--- config.mk ---
export PLATFORM = sky130hd
export DESIGN_NAME = low_power_mode_and_watchdog_ctrl
export DESIGN_NICKNAME = d
export VERILOG_FILES = /design/src/design/lpm_pkg.sv /design/src/design/low_power_mode_and_watchdog_ctrl.sv
export SDC_FILE = /design/constraint.sdc
export NUM_CORES = 1
export LEC_CHECK = 0
export ABC_AREA = 1
export BUFFER_PORTS_ARGS = -buffer_cell sky130_fd_sc_hd__buf_2
export CAP_MARGIN = 20
export CORE_MARGIN = 1.5
export CORE_UTILIZATION = 45
export DETAILED_ROUTE_END_ITERATION = 16
export PLACE_DENSITY = 0.68
export RECOVER_POWER = 100
export SYNTH_ARGS = -nofsm -noshare
export SYNTH_HDL_FRONTEND = slang
export SYNTH_SLANG_ARGS = --single-unit
--- constraint.sdc ---
create_clock -name i_clk -period 1.8 [get_ports i_clk]
set_clock_uncertainty 0.1 [all_clocks]
set_input_delay 0.45 -clock i_clk [delete_from_list [all_inputs] [get_ports i_clk]]
set_output_delay 0.45 -clock i_clk [all_outputs]
set_load 0.1 [all_outputs]
--- src/design/lpm_pkg.sv ---
// Constants for the low-power mode and watchdog controller.
// Assumes one 125 MHz clock that also stands for the crystal oscillator clock.
package lpm_pkg;

  localparam int PRESCALE_W      = 12;
  localparam int WDOG_W          = 6;
  localparam int SERVICE_LO_BIT  = 4;
  localparam int POR_CYCLES      = 4096;
  localparam int WDOG_LONG_CYC   = 262128;
  localparam int WDOG_SHORT_CYC  = 8176;
  localparam int WDOG_PULSE_CYC  = 32;
  localparam int OSC_SETTLE_CYC  = 4096;
  localparam int WDOG_SHORT_TAP  = 7;
  localparam int RST_CNT_W       = 13;

  typedef enum logic [1:0] {
    MODE_RUN,
    MODE_WAIT,
    MODE_STOP,
    MODE_SETTLE
  } lp_mode_t;

endpackage

--- src/design/low_power_mode_and_watchdog_ctrl.sv ---
// Low-power mode sequencer with watchdog and prescale counter.
// Assumes the core pulses its wait/stop requests for one cycle and that
// every input is synchronous to i_clk, which stands for the oscillator clock.
`timescale 1ns/100ps
`default_nettype none

module low_power_mode_and_watchdog_ctrl #(
  parameter int POR_CYCLES     = lpm_pkg::POR_CYCLES,
  parameter int OSC_SETTLE_CYC = lpm_pkg::OSC_SETTLE_CYC,
  parameter int WDOG_PULSE_CYC = lpm_pkg::WDOG_PULSE_CYC,
  parameter logic [7:0] RESET_VECTOR_LO = 8'h00
)
(
  input  wire logic       i_clk,
  input  wire logic       i_rst_n,
  input  wire logic       i_wait_instr,
  input  wire logic       i_stop_instr,
  input  wire logic       i_sei,
  input  wire logic       i_cli,
  input  wire logic       i_service_wr,
  input  wire logic       i_service_rd,
  input  wire logic       i_ext_irq,
  input  wire logic       i_spi_irq,
  input  wire logic       i_timer_irq,
  input  wire logic       i_pll_irq,
  input  wire logic       i_int_rst_src,
  input  wire logic       i_watchdog_en,
  input  wire logic       i_watchdog_rate_sel,
  input  wire logic       i_halt_enable,
  input  wire logic       i_osc_run_in_halt,
  input  wire logic       i_base_clock_select,
  input  wire logic       i_pll_power_on,
  input  wire logic       i_rst_flag_clr,
  output logic            o_cpu_clk_en,
  output logic            o_int_mask,
  output logic [7:0]      o_service_rdata,
  output logic            o_osc_en,
  output logic            o_pll_en,
  output logic            o_base_clock_sel,
  output logic            o_clockgen_out_en,
  output logic            o_spi_run,
  output logic            o_spi_rst,
  output logic            o_timer_run,
  output logic            o_rst_pin_n,
  output logic            o_wdog_flag,
  output logic [1:0]      o_mode
);

  localparam int PW = lpm_pkg::PRESCALE_W;
  localparam int WW = lpm_pkg::WDOG_W;
  localparam int CW = lpm_pkg::RST_CNT_W;
  localparam logic [CW-1:0] POR_LAST = CW'(POR_CYCLES - 1);
  localparam logic [CW-1:0] SETTLE_LAST = CW'(OSC_SETTLE_CYC - 1);
  localparam logic [CW-1:0] PULSE_LAST = CW'(WDOG_PULSE_CYC - 1);
  localparam logic [CW-1:0] PULSE_LEN = CW'(WDOG_PULSE_CYC);
  localparam logic [WW-1:0] WDOG_MAX = '1;
  localparam logic [PW-1:0] SVC_MASK =
    PW'(((1 << PW) - 1) & ~((1 << lpm_pkg::SERVICE_LO_BIT) - 1));

  lpm_pkg::lp_mode_t mode_reg;
  lpm_pkg::lp_mode_t mode_next;
  logic [PW-1:0] prescale_counter;
  logic [WW-1:0] watchdog_counter;
  logic [CW-1:0] seq_cnt_reg;
  logic          por_done_reg;
  logic          int_mask_reg;
  logic          rst_active_reg;
  logic [CW-1:0] rst_cnt_reg;
  logic          wdog_flag_reg;
  logic          spi_rst_reg;
  logic [CW-1:0] por_cnt_reg;
  logic [CW-1:0] pin_low_cnt_reg;

  // Decoded events.
  wire stop_ok    = i_stop_instr & i_halt_enable;
  wire in_stop    = (mode_reg == lpm_pkg::MODE_STOP);
  wire in_wait    = (mode_reg == lpm_pkg::MODE_WAIT);
  wire run_now    = (mode_reg == lpm_pkg::MODE_RUN);
  wire wait_wake  = i_ext_irq | i_spi_irq | i_timer_irq
                    | i_pll_irq;
  wire stop_wake  = i_ext_irq;
  wire pre_tick   = ~in_stop;
  wire wd_tap     = i_watchdog_rate_sel
                    ? (prescale_counter == '1)
                    : (prescale_counter[lpm_pkg::WDOG_SHORT_TAP-1:0] == '1);
  wire wd_tick    = pre_tick & wd_tap;
  wire wd_timeout = i_watchdog_en & wd_tick
                    & (watchdog_counter == WDOG_MAX);
  wire int_rst    = i_int_rst_src | wd_timeout;
  wire settle_end = (seq_cnt_reg == SETTLE_LAST);
  wire seq_por_end = (por_cnt_reg == POR_LAST);

  // Mode sequencing.
  always_comb
  begin
    mode_next = mode_reg;
    unique case (mode_reg)
      lpm_pkg::MODE_RUN:
        if (stop_ok)
          mode_next = lpm_pkg::MODE_STOP;
        else if (i_wait_instr)
          mode_next = lpm_pkg::MODE_WAIT;
      lpm_pkg::MODE_WAIT:
        if (wait_wake)
          mode_next = lpm_pkg::MODE_RUN;
      lpm_pkg::MODE_STOP:
        if (stop_wake)
          mode_next = lpm_pkg::MODE_SETTLE;
      lpm_pkg::MODE_SETTLE:
        if (settle_end)
          mode_next = lpm_pkg::MODE_RUN;
    endcase
    if (int_rst)
      mode_next = lpm_pkg::MODE_RUN;
  end

  always_ff @(posedge i_clk)
  begin
    if (!i_rst_n)
      mode_reg <= lpm_pkg::MODE_RUN;
    else
      mode_reg <= mode_next;
  end

  always_ff @(posedge i_clk)
  begin
    if (!i_rst_n || mode_reg != lpm_pkg::MODE_SETTLE)
      seq_cnt_reg <= '0;
    else
      seq_cnt_reg <= seq_cnt_reg + 1'b1;
  end

  // Prescale counter: cleared at the end of the power-on wait, counts in every mode except stop.
  always_ff @(posedge i_clk)
  begin
    if (!i_rst_n)
      prescale_counter <= '0;
    else if (int_rst || stop_ok && run_now)
      prescale_counter <= '0;
    else if (i_service_wr)
      prescale_counter <= prescale_counter & ~SVC_MASK;
    else if (!por_done_reg && seq_por_end)
      prescale_counter <= '0;
    else if (pre_tick)
      prescale_counter <= prescale_counter + 1'b1;
  end

  always_ff @(posedge i_clk)
  begin
    if (!i_rst_n)
    begin
      por_cnt_reg  <= '0;
      por_done_reg <= 1'b0;
    end
    else if (!por_done_reg)
    begin
      por_cnt_reg  <= por_cnt_reg + 1'b1;
      por_done_reg <= seq_por_end;
    end
  end

  always_ff @(posedge i_clk)
  begin
    if (!i_rst_n || int_rst || i_service_wr)
      watchdog_counter <= '0;
    else if (wd_tick && i_watchdog_en)
      watchdog_counter <= watchdog_counter + 1'b1;
  end

  // Interrupt mask.
  always_ff @(posedge i_clk)
  begin
    if (!i_rst_n || int_rst)
      int_mask_reg <= 1'b1;
    else if (run_now && (stop_ok || i_wait_instr))
      int_mask_reg <= 1'b0;
    else if (i_sei)
      int_mask_reg <= 1'b1;
    else if (i_cli)
      int_mask_reg <= 1'b0;
  end

  // Watchdog reset pulse and cause flag.
  always_ff @(posedge i_clk)
  begin
    if (!i_rst_n)
    begin
      rst_active_reg <= 1'b0;
      rst_cnt_reg    <= '0;
    end
    else if (wd_timeout)
    begin
      rst_active_reg <= 1'b1;
      rst_cnt_reg    <= '0;
    end
    else if (rst_active_reg)
    begin
      rst_cnt_reg    <= rst_cnt_reg + 1'b1;
      rst_active_reg <= (rst_cnt_reg != PULSE_LAST);
    end
  end

  always_ff @(posedge i_clk)
  begin
    if (!i_rst_n)
      wdog_flag_reg <= 1'b0;
    else if (wd_timeout)
      wdog_flag_reg <= 1'b1;
    else if (i_rst_flag_clr)
      wdog_flag_reg <= 1'b0;
  end

  always_ff @(posedge i_clk)
  begin
    if (!i_rst_n)
      spi_rst_reg <= 1'b1;
    else
      spi_rst_reg <= int_rst;
  end

  // Registered outputs.
  always_ff @(posedge i_clk)
  begin
    if (!i_rst_n)
    begin
      o_cpu_clk_en      <= 1'b1;
      o_osc_en          <= 1'b1;
      o_pll_en          <= 1'b0;
      o_base_clock_sel  <= 1'b0;
      o_clockgen_out_en <= 1'b1;
      o_spi_run         <= 1'b1;
      o_timer_run       <= 1'b1;
      o_service_rdata   <= '0;
    end
    else
    begin
      o_cpu_clk_en      <= (mode_next == lpm_pkg::MODE_RUN);
      o_osc_en          <= (mode_next != lpm_pkg::MODE_STOP)
                           | i_osc_run_in_halt;
      o_pll_en          <= i_pll_power_on
                           & (mode_next != lpm_pkg::MODE_STOP);
      o_base_clock_sel  <= i_base_clock_select & i_pll_power_on
                           & (mode_next != lpm_pkg::MODE_STOP);
      o_clockgen_out_en <= (mode_next != lpm_pkg::MODE_STOP)
                           | i_osc_run_in_halt;
      o_spi_run         <= (mode_next != lpm_pkg::MODE_STOP);
      o_timer_run       <= (mode_next != lpm_pkg::MODE_STOP);
      o_service_rdata   <= i_service_rd ? RESET_VECTOR_LO
                                        : o_service_rdata;
    end
  end

  assign o_int_mask  = int_mask_reg;
  assign o_rst_pin_n = ~rst_active_reg;
  assign o_wdog_flag = wdog_flag_reg;
  assign o_spi_rst   = spi_rst_reg;
  assign o_mode      = mode_reg;

  // Checks.
  property p_stop_gated;
    @(posedge i_clk) disable iff (!i_rst_n)
      i_stop_instr && !i_halt_enable && run_now && !int_rst
      |=> mode_reg != lpm_pkg::MODE_STOP;
  endproperty
  a_stop_gated: assert property (p_stop_gated)
    else $error("stop taken with halt disabled");

  property p_stop_clears_mask;
    @(posedge i_clk) disable iff (!i_rst_n)
      run_now && stop_ok && !int_rst |=> !o_int_mask && !o_cpu_clk_en;
  endproperty
  a_stop_clears_mask: assert property (p_stop_clears_mask)
    else $error("stop did not clear mask");

  property p_wait_clears_mask;
    @(posedge i_clk) disable iff (!i_rst_n)
      run_now && i_wait_instr && !stop_ok && !int_rst
      |=> !o_int_mask && in_wait;
  endproperty
  a_wait_clears_mask: assert property (p_wait_clears_mask)
    else $error("wait did not clear mask");

  property p_reset_sets_mask;
    @(posedge i_clk) disable iff (!i_rst_n)
      int_rst |=> o_int_mask;
  endproperty
  a_reset_sets_mask: assert property (p_reset_sets_mask)
    else $error("internal reset left mask clear");

  property p_stop_ext_only;
    @(posedge i_clk) disable iff (!i_rst_n)
      in_stop && !i_ext_irq && !int_rst |=> in_stop;
  endproperty
  a_stop_ext_only: assert property (p_stop_ext_only)
    else $error("stop left without external interrupt");

  property p_service_clears;
    @(posedge i_clk) disable iff (!i_rst_n)
      i_service_wr |=> watchdog_counter == '0;
  endproperty
  a_service_clears: assert property (p_service_clears)
    else $error("service write did not clear watchdog");

  property p_rst_pulse;
    @(posedge i_clk) disable iff (!i_rst_n)
      wd_timeout && !rst_active_reg |=> !o_rst_pin_n [*8] ##0 o_wdog_flag;
  endproperty
  a_rst_pulse: assert property (p_rst_pulse)
    else $error("watchdog reset pulse too short");

  // Counts the cycles the reset pin has been seen low, so that the whole
  // pulse length can be checked without a long repetition.
  always_ff @(posedge i_clk)
  begin
    if (!i_rst_n || o_rst_pin_n)
      pin_low_cnt_reg <= '0;
    else
      pin_low_cnt_reg <= pin_low_cnt_reg + 1'b1;
  end

  property p_rst_pulse_len;
    @(posedge i_clk) disable iff (!i_rst_n)
      $rose(o_rst_pin_n) |-> pin_low_cnt_reg == PULSE_LEN;
  endproperty
  a_rst_pulse_len: assert property (p_rst_pulse_len)
    else $error("watchdog reset pulse length wrong");

  property p_settle_hold;
    @(posedge i_clk) disable iff (!i_rst_n)
      in_stop && i_ext_irq && !int_rst |=> !o_cpu_clk_en [*2];
  endproperty
  a_settle_hold: assert property (p_settle_hold)
    else $error("cpu clock started before settle");

  property p_stop_freezes_prescale;
    @(posedge i_clk) disable iff (!i_rst_n)
      in_stop && $past(in_stop) && !i_service_wr && !int_rst
      |=> $stable(prescale_counter);
  endproperty
  a_stop_freezes_prescale: assert property (p_stop_freezes_prescale)
    else $error("prescale counted in stop");

  c_wait_wake: cover property (@(posedge i_clk) in_wait ##1 run_now);
  c_stop_wake: cover property (@(posedge i_clk)
    in_stop ##1 mode_reg == lpm_pkg::MODE_SETTLE);
  c_wdog_rst: cover property (@(posedge i_clk) wd_timeout);
  c_settle_done: cover property (@(posedge i_clk)
    mode_reg == lpm_pkg::MODE_SETTLE ##1 run_now);

endmodule

`default_nettype wire

### Word level (Yosys, flattened, before mapping)

Cells that the tools add are included.

| cells by class | value |
|---|---|
| div/mod/pow operators | 0 |
| multipliers | 0 |
| reduce and logical (&&, ||, !) cells | 19 |
| add/subtract/negate cells | 5 |
| shifts and indexed selects | 0 |
| bitwise gates (word level) | 16 |
| order comparisons | 0 |
| eq/ne operators | 12 |
| muxes and demuxes | 18 |

Operators by type and width:

| cell | number |
|---|---|
| 13-bit by 1-bit adder with 13-bit output, second input constant | 3 |
| 13-bit by 12-bit == test with 1-bit output, second input constant | 2 |
| 13-bit by 5-bit != test with 1-bit output, second input constant | 1 |
| 12-bit by 1-bit adder with 12-bit output, second input constant | 1 |
| 12-bit == test, second input constant | 1 |
| 2-bit 2-to-1 mux | 6 |
| 1-bit 2-to-1 mux | 9 |
| 4-bit 2-to-1 mux | 2 |
| 2-bit case mux with 4 select lines | 1 |
| 1-bit AND | 7 |
| 7-bit == test, second input constant | 1 |
| 6-bit by 1-bit adder with 6-bit output, second input constant | 1 |
| 6-bit == test, second input constant | 1 |
| 1-bit logical OR | 5 |
| 1-bit OR | 5 |
| 2-bit == test, second input constant | 2 |
| 1-bit logical AND | 4 |
| 2-bit zero test | 2 |
| 2-bit != test, second input constant | 2 |
| 1-bit NOT | 4 |
| 2-bit OR reduction | 2 |
| 4-bit OR reduction | 1 |
| 3-bit nonzero test | 1 |
| 2-bit by 1-bit == test with 1-bit output, second input constant | 1 |
| other kinds (4) | 5 |

| storage, ports and cells | value |
|---|---|
| input port bits | 20 |
| output and inout port bits | 21 |
| bits in read-only memories | 0 |
| memory bits (writable) | 0 |
| logic and storage cells | 87 |
| bits in latches | 0 |
| register bits | 69 |
| memories | 0 |

### Depth between registers and ports, before layout

| logic depth | value |
|---|---|
| depth in word-level cells | 9 |
| gate-level depth with buffers | 11 |
| mapped depth without buffers | 11 |

### Worst setup path after synthesis

No wires, ideal clock.

| timing path | value |
|---|---|
| path kind | register to register |
| start | register mode_reg[1], in the netlist o_mode[1] |
| end | register o_cpu_clk_en |
| setup time | 114 ps |
| stages on the path, launching flop included | 10 |
| buffers on the path | 0 |
| data required time | 1586 ps |
| data arrival time | 1945 ps |
| slack | -359 ps |
| period minus slack after synthesis | 2159 ps |
| path through | dfxtp_1 -> inv_1 -> nor2_4 -> nor2_4 -> nand4_4 -> nand2_2 -> nor2_2 -> inv_2 -> nor2_1 -> nor2_2 |

| between the ends | value |
|---|---|
| word-level cells in the longest chain between the ends | 8 |
| elaborated cells on any way between the ends | 17 |
| classes of those cells | eq/ne (3); mux (7); bitwise (5); reduce/logical (2) |

Ends and longest elaborated chain:

| item | line | source |
|---|---|---|
| start: declaration | low_power_mode_and_watchdog_ctrl.sv:60 | `lpm_pkg::lp_mode_t mode_reg;` |
| start signal: assignment | low_power_mode_and_watchdog_ctrl.sv:120 | `mode_reg <= lpm_pkg::MODE_RUN;` |
| start signal: assignment | low_power_mode_and_watchdog_ctrl.sv:122 | `mode_reg <= mode_next;` |
| 2-bit == test | low_power_mode_and_watchdog_ctrl.sv:76, low_power_mode_and_watchdog_ctrl.sv:97 |  |
| 1-bit NOT | low_power_mode_and_watchdog_ctrl.sv:82 | `wire pre_tick = ~in_stop;` |
| 1-bit AND | low_power_mode_and_watchdog_ctrl.sv:86 | `wire wd_tick = pre_tick & wd_tap;` |
| 1-bit AND | low_power_mode_and_watchdog_ctrl.sv:87 | `wire wd_timeout = i_watchdog_en & wd_tick` |
| 1-bit AND | low_power_mode_and_watchdog_ctrl.sv:88 | `& (watchdog_counter == WDOG_MAX);` |
| 1-bit OR | low_power_mode_and_watchdog_ctrl.sv:89 | `wire int_rst = i_int_rst_src \| wd_timeout;` |
| 2-bit 2-to-1 mux * | low_power_mode_and_watchdog_ctrl.sv:113 | `if (int_rst)` |
| 2-bit zero test * | low_power_mode_and_watchdog_ctrl.sv:237 | `o_cpu_clk_en <= (mode_next == lpm_pkg::MODE_RUN);` |
| end signal: assignment | low_power_mode_and_watchdog_ctrl.sv:237 |  |
| end: declaration | low_power_mode_and_watchdog_ctrl.sv:34 | `output logic o_cpu_clk_en,` |

Every way passes the cells marked *; elsewhere a longest branch is shown, timed or not.
A chain may end at the register's enable or synchronous reset.

### Final worst setup path

| timing path | value |
|---|---|
| start | register rst_active_reg |
| end | output port o_rst_pin_n |

| between the ends | value |
|---|---|
| word-level cells in the longest chain between the ends | 1 |

Ends and longest elaborated chain:

| item | line | source |
|---|---|---|
| start: declaration | low_power_mode_and_watchdog_ctrl.sv:67 | `logic rst_active_reg;` |
| start signal: assignment | low_power_mode_and_watchdog_ctrl.sv:199 | `rst_active_reg <= (rst_cnt_reg != PULSE_LAST);` |
| 1-bit NOT | low_power_mode_and_watchdog_ctrl.sv:254 | `assign o_rst_pin_n = ~rst_active_reg;` |
| end: declaration | low_power_mode_and_watchdog_ctrl.sv:44 | `output logic o_rst_pin_n,` |

Every way passes these cells.

==> impl_results.md <==
* Status: finished, final reports clean
* Io pins at a little over 40
* Compound-cell area share of the yosys netlist at approximately a tenth
* Mean Syn Cell Area at around 7.4 sq um
* DP HPWL at between 4 and 5 mm
* Final period util at approximately 97%
* Placed cell count at 571
* Initial antenna violation count at 0
* ANT nets after route at 0
* Via density at ~4.7
* GRT Residual Overflow at 0
* Crit-path max FO at 5
* Post-Route WL at a little over 6 mm
* Top-area cell type share of the netlist area at between 40% and 50%
* H-tree lvl count at 3
* Die H at ~88 um
* DRT Pass-1 Iters at 4
* Post-DR wirelength/cell at 10.3 um
* Hold Vio Cnt, Final at 0
* Max Fclk at about 570 MHz
* Post-synth cell types at 33
* Max IR drop VDD at about 390 uV
* Post-synth EDFFs at 0
* Largest family of logic cells by synthesized area: simple AND/OR/NAND/NOR gates
* Ys async rst share at 0%
* Mux cell area share after synthesis at 0%
* Synth area leader: dfxtp_1
* CORE AREA at between 6000 and 7000 sq um
* Sink Count at between 60 and 70
* Initial core utilization at a little under half
* XOR/XNOR Fraction of Synth Area at 4.83%
* Post-Syn Instances at about 440
* CTS tree: yes
* Worst r2r src: prescale_counter[2]
* Synth Cell Area at between 3000 and 4000 sq um
* DRC viols at 0
* Worst Setup SP: rst_active_reg
* Finish-stage setup viols at 0
* Ys flop type: dfxtp_1
* WP data required at between 1 and 1.5 ns
* Post-synthesis adder-cell area fraction at roughly 1.9%
* Core Util, Final at between 50% and 60%
* CP endpoint kind: output pin
* Sequential share of the synthesized area at a little over two fifths
* Proportion of layout cells with a drive suffix above 1 at 18.9%
* Placed cell areas at between 3000 and 4000 sq um
* Final Cell Area at ~3800 sq um
* Slew Limit Fails at 0
* DIE AREA at 7770 sq um
* CP startpoint kind: flip-flop
* Total number of vias at roughly 2800
* Yosys warns at 0
* CTS hold repair buffers at 0
* Layout Nets at approximately 510
* Clock Latency Late Sink at roughly 0.34 ns
* Worst hold start: i_osc_run_in_halt
* I/O Buffers at 31
* Pwr per Cell Area at 831 nW/um^2
* Largest net degree at the start of global routing at 15
* Worst EP arrival at roughly 1.2 ns
* Final GP Congestion at a little over 0.8
* Synth area leaders: dfxtp_1, nand2_1, inv_1, a21oi_1, nor2_1
* First-pass GRT wire length at about 11 mm
* Simple-gate share of the synthesized area at roughly 30%
* Vias in the first global route at 2565
* Minimum clock period at 1.75 ns
* CTS max path bufs at 2
* Antenna cells at 0
* Std-Cell Rows at 30
* Worst Hold Class: input pin to flip-flop
* Max-Cap Viols at 0
* Critical path class: flip-flop to output pin
* Synth Register Bits at slightly below 70
* Root Driver: clkbuf_8
* Clock transition at the registers of the reported paths at about 0.07 ns
* CTS Buf Count at 9
* Initial drt markers at 69
* Leak at around 1.5 nW
* DIE WIDTH at ~88 um
* Non-filler cells, final at 589
* Synth-to-layout area growth at 17.5%
* GRT Resource Usage Total at about 18%
per-stage QoR:
stage | power (mW) | TNS, ns | hold WS [ns] | setup slack [ns]
2_1_floorplan | 1.85 | 0 | 0.318 | 0.0157
3_3_place_gp | 1.90 | 0 | 0.329 | 0.103
3_5_place_dp | 1.90 | 0 | 0.344 | 0.0727
4_1_cts | 3.22 | 0 | 0.208 | 0.0321
5_1_grt | 3.32 | -0.0116 | 0.215 | -0.00929
6_report | 3.19 | 0 | 0.222 | 0.0486
cell usage after synthesis (5+ instances only):
cell type / n
nand2_1: 90
nand3_1: 23
ha_1: 5
nor2_2: 8
nand4_1: 6
a21oi_1: 35
nor2_1: 45
nor3_1: 14
xor2_1: 15
dfxtp_1: 69
buf_4: 13
o21ai_0: 23
inv_1: 58
layout by cell type, fill, tap and decap left out, types with 2 or more instances in the layout:
master	n
nand4_4	2
clkbuf_4	2
inv_2	4
nand2_2	4
nor3b_1	4
nand4_1	6
a21oi_1	34
xnor2_1	3
o21ai_0	22
buf_4	9
buf_2	29
nand2_1	89
inv_1	58
nor3_1	14
ha_1	4
nand3b_1	3
clkbuf_8	12
xor2_1	15
dfxtp_1	63
nor4_1	2
clkbuf_1	2
nor2_1	44
conb_1	8
nor2_2	7
nand3_1	23
dfxtp_2	6
nor2_4	6
area by class of cell:
class	instances	area, sq um
repair buffers	43	263
clock buffers	13	169
flip-flops and latches	69	1390
multi-input cells	302	1620
well taps	96	120
clock inverters	3	42.5
fillers	690	3070
inverters	63	236
routing by layer:
layer  vias up  GRT usage (%)  routed length (um)
met2        34           28.8                2750
met3         7           5.09                 192
met4         0           6.11                 100
met1      1231           22.3                3030
li1       1487              -                   -
met5         -              0                   0
logic make-up after synthesis:
logic type	Yosys count
other	1
flip-flops	69
adder cells (fa/ha/maj)	5
AO/OA/AOI/OAI	62
buffers and inverters	77
XOR/XNOR	18
AND/OR/NAND/NOR	209
path summary, 6_finish.rpt:
kind	endpoint	cells after the start	slack (ns)
worst max-delay path	o_rst_pin_n	3	0.05
worst min-delay path	o_clockgen_out_en	3	0.22
worst max register to register	o_cpu_clk_en	10	0.13
worst min register to register	seq_cnt_reg[0]	1	0.35
repair_timing:
action	CTS	global route
endpoints found under the setup margin	1	28
pin swaps	0	9
hold endpoints to repair	0	0
buffers inserted	0	2
gates resized for setup	1	17
worst max-delay path, cell delays in order, from the launching register on:
cell	delay (ns)
dfxtp_1	0.34
buf_4	0.16
inv_1	0.08
buf_4	0.29
power by group:
part	switching (mW)	internal [mW]	leakage (nW)
registers	0.0130	1.55	0.559
clock network	0.558	0.752	0.106
logic	0.255	0.0637	0.839
(Power assumes the default switching activity.)
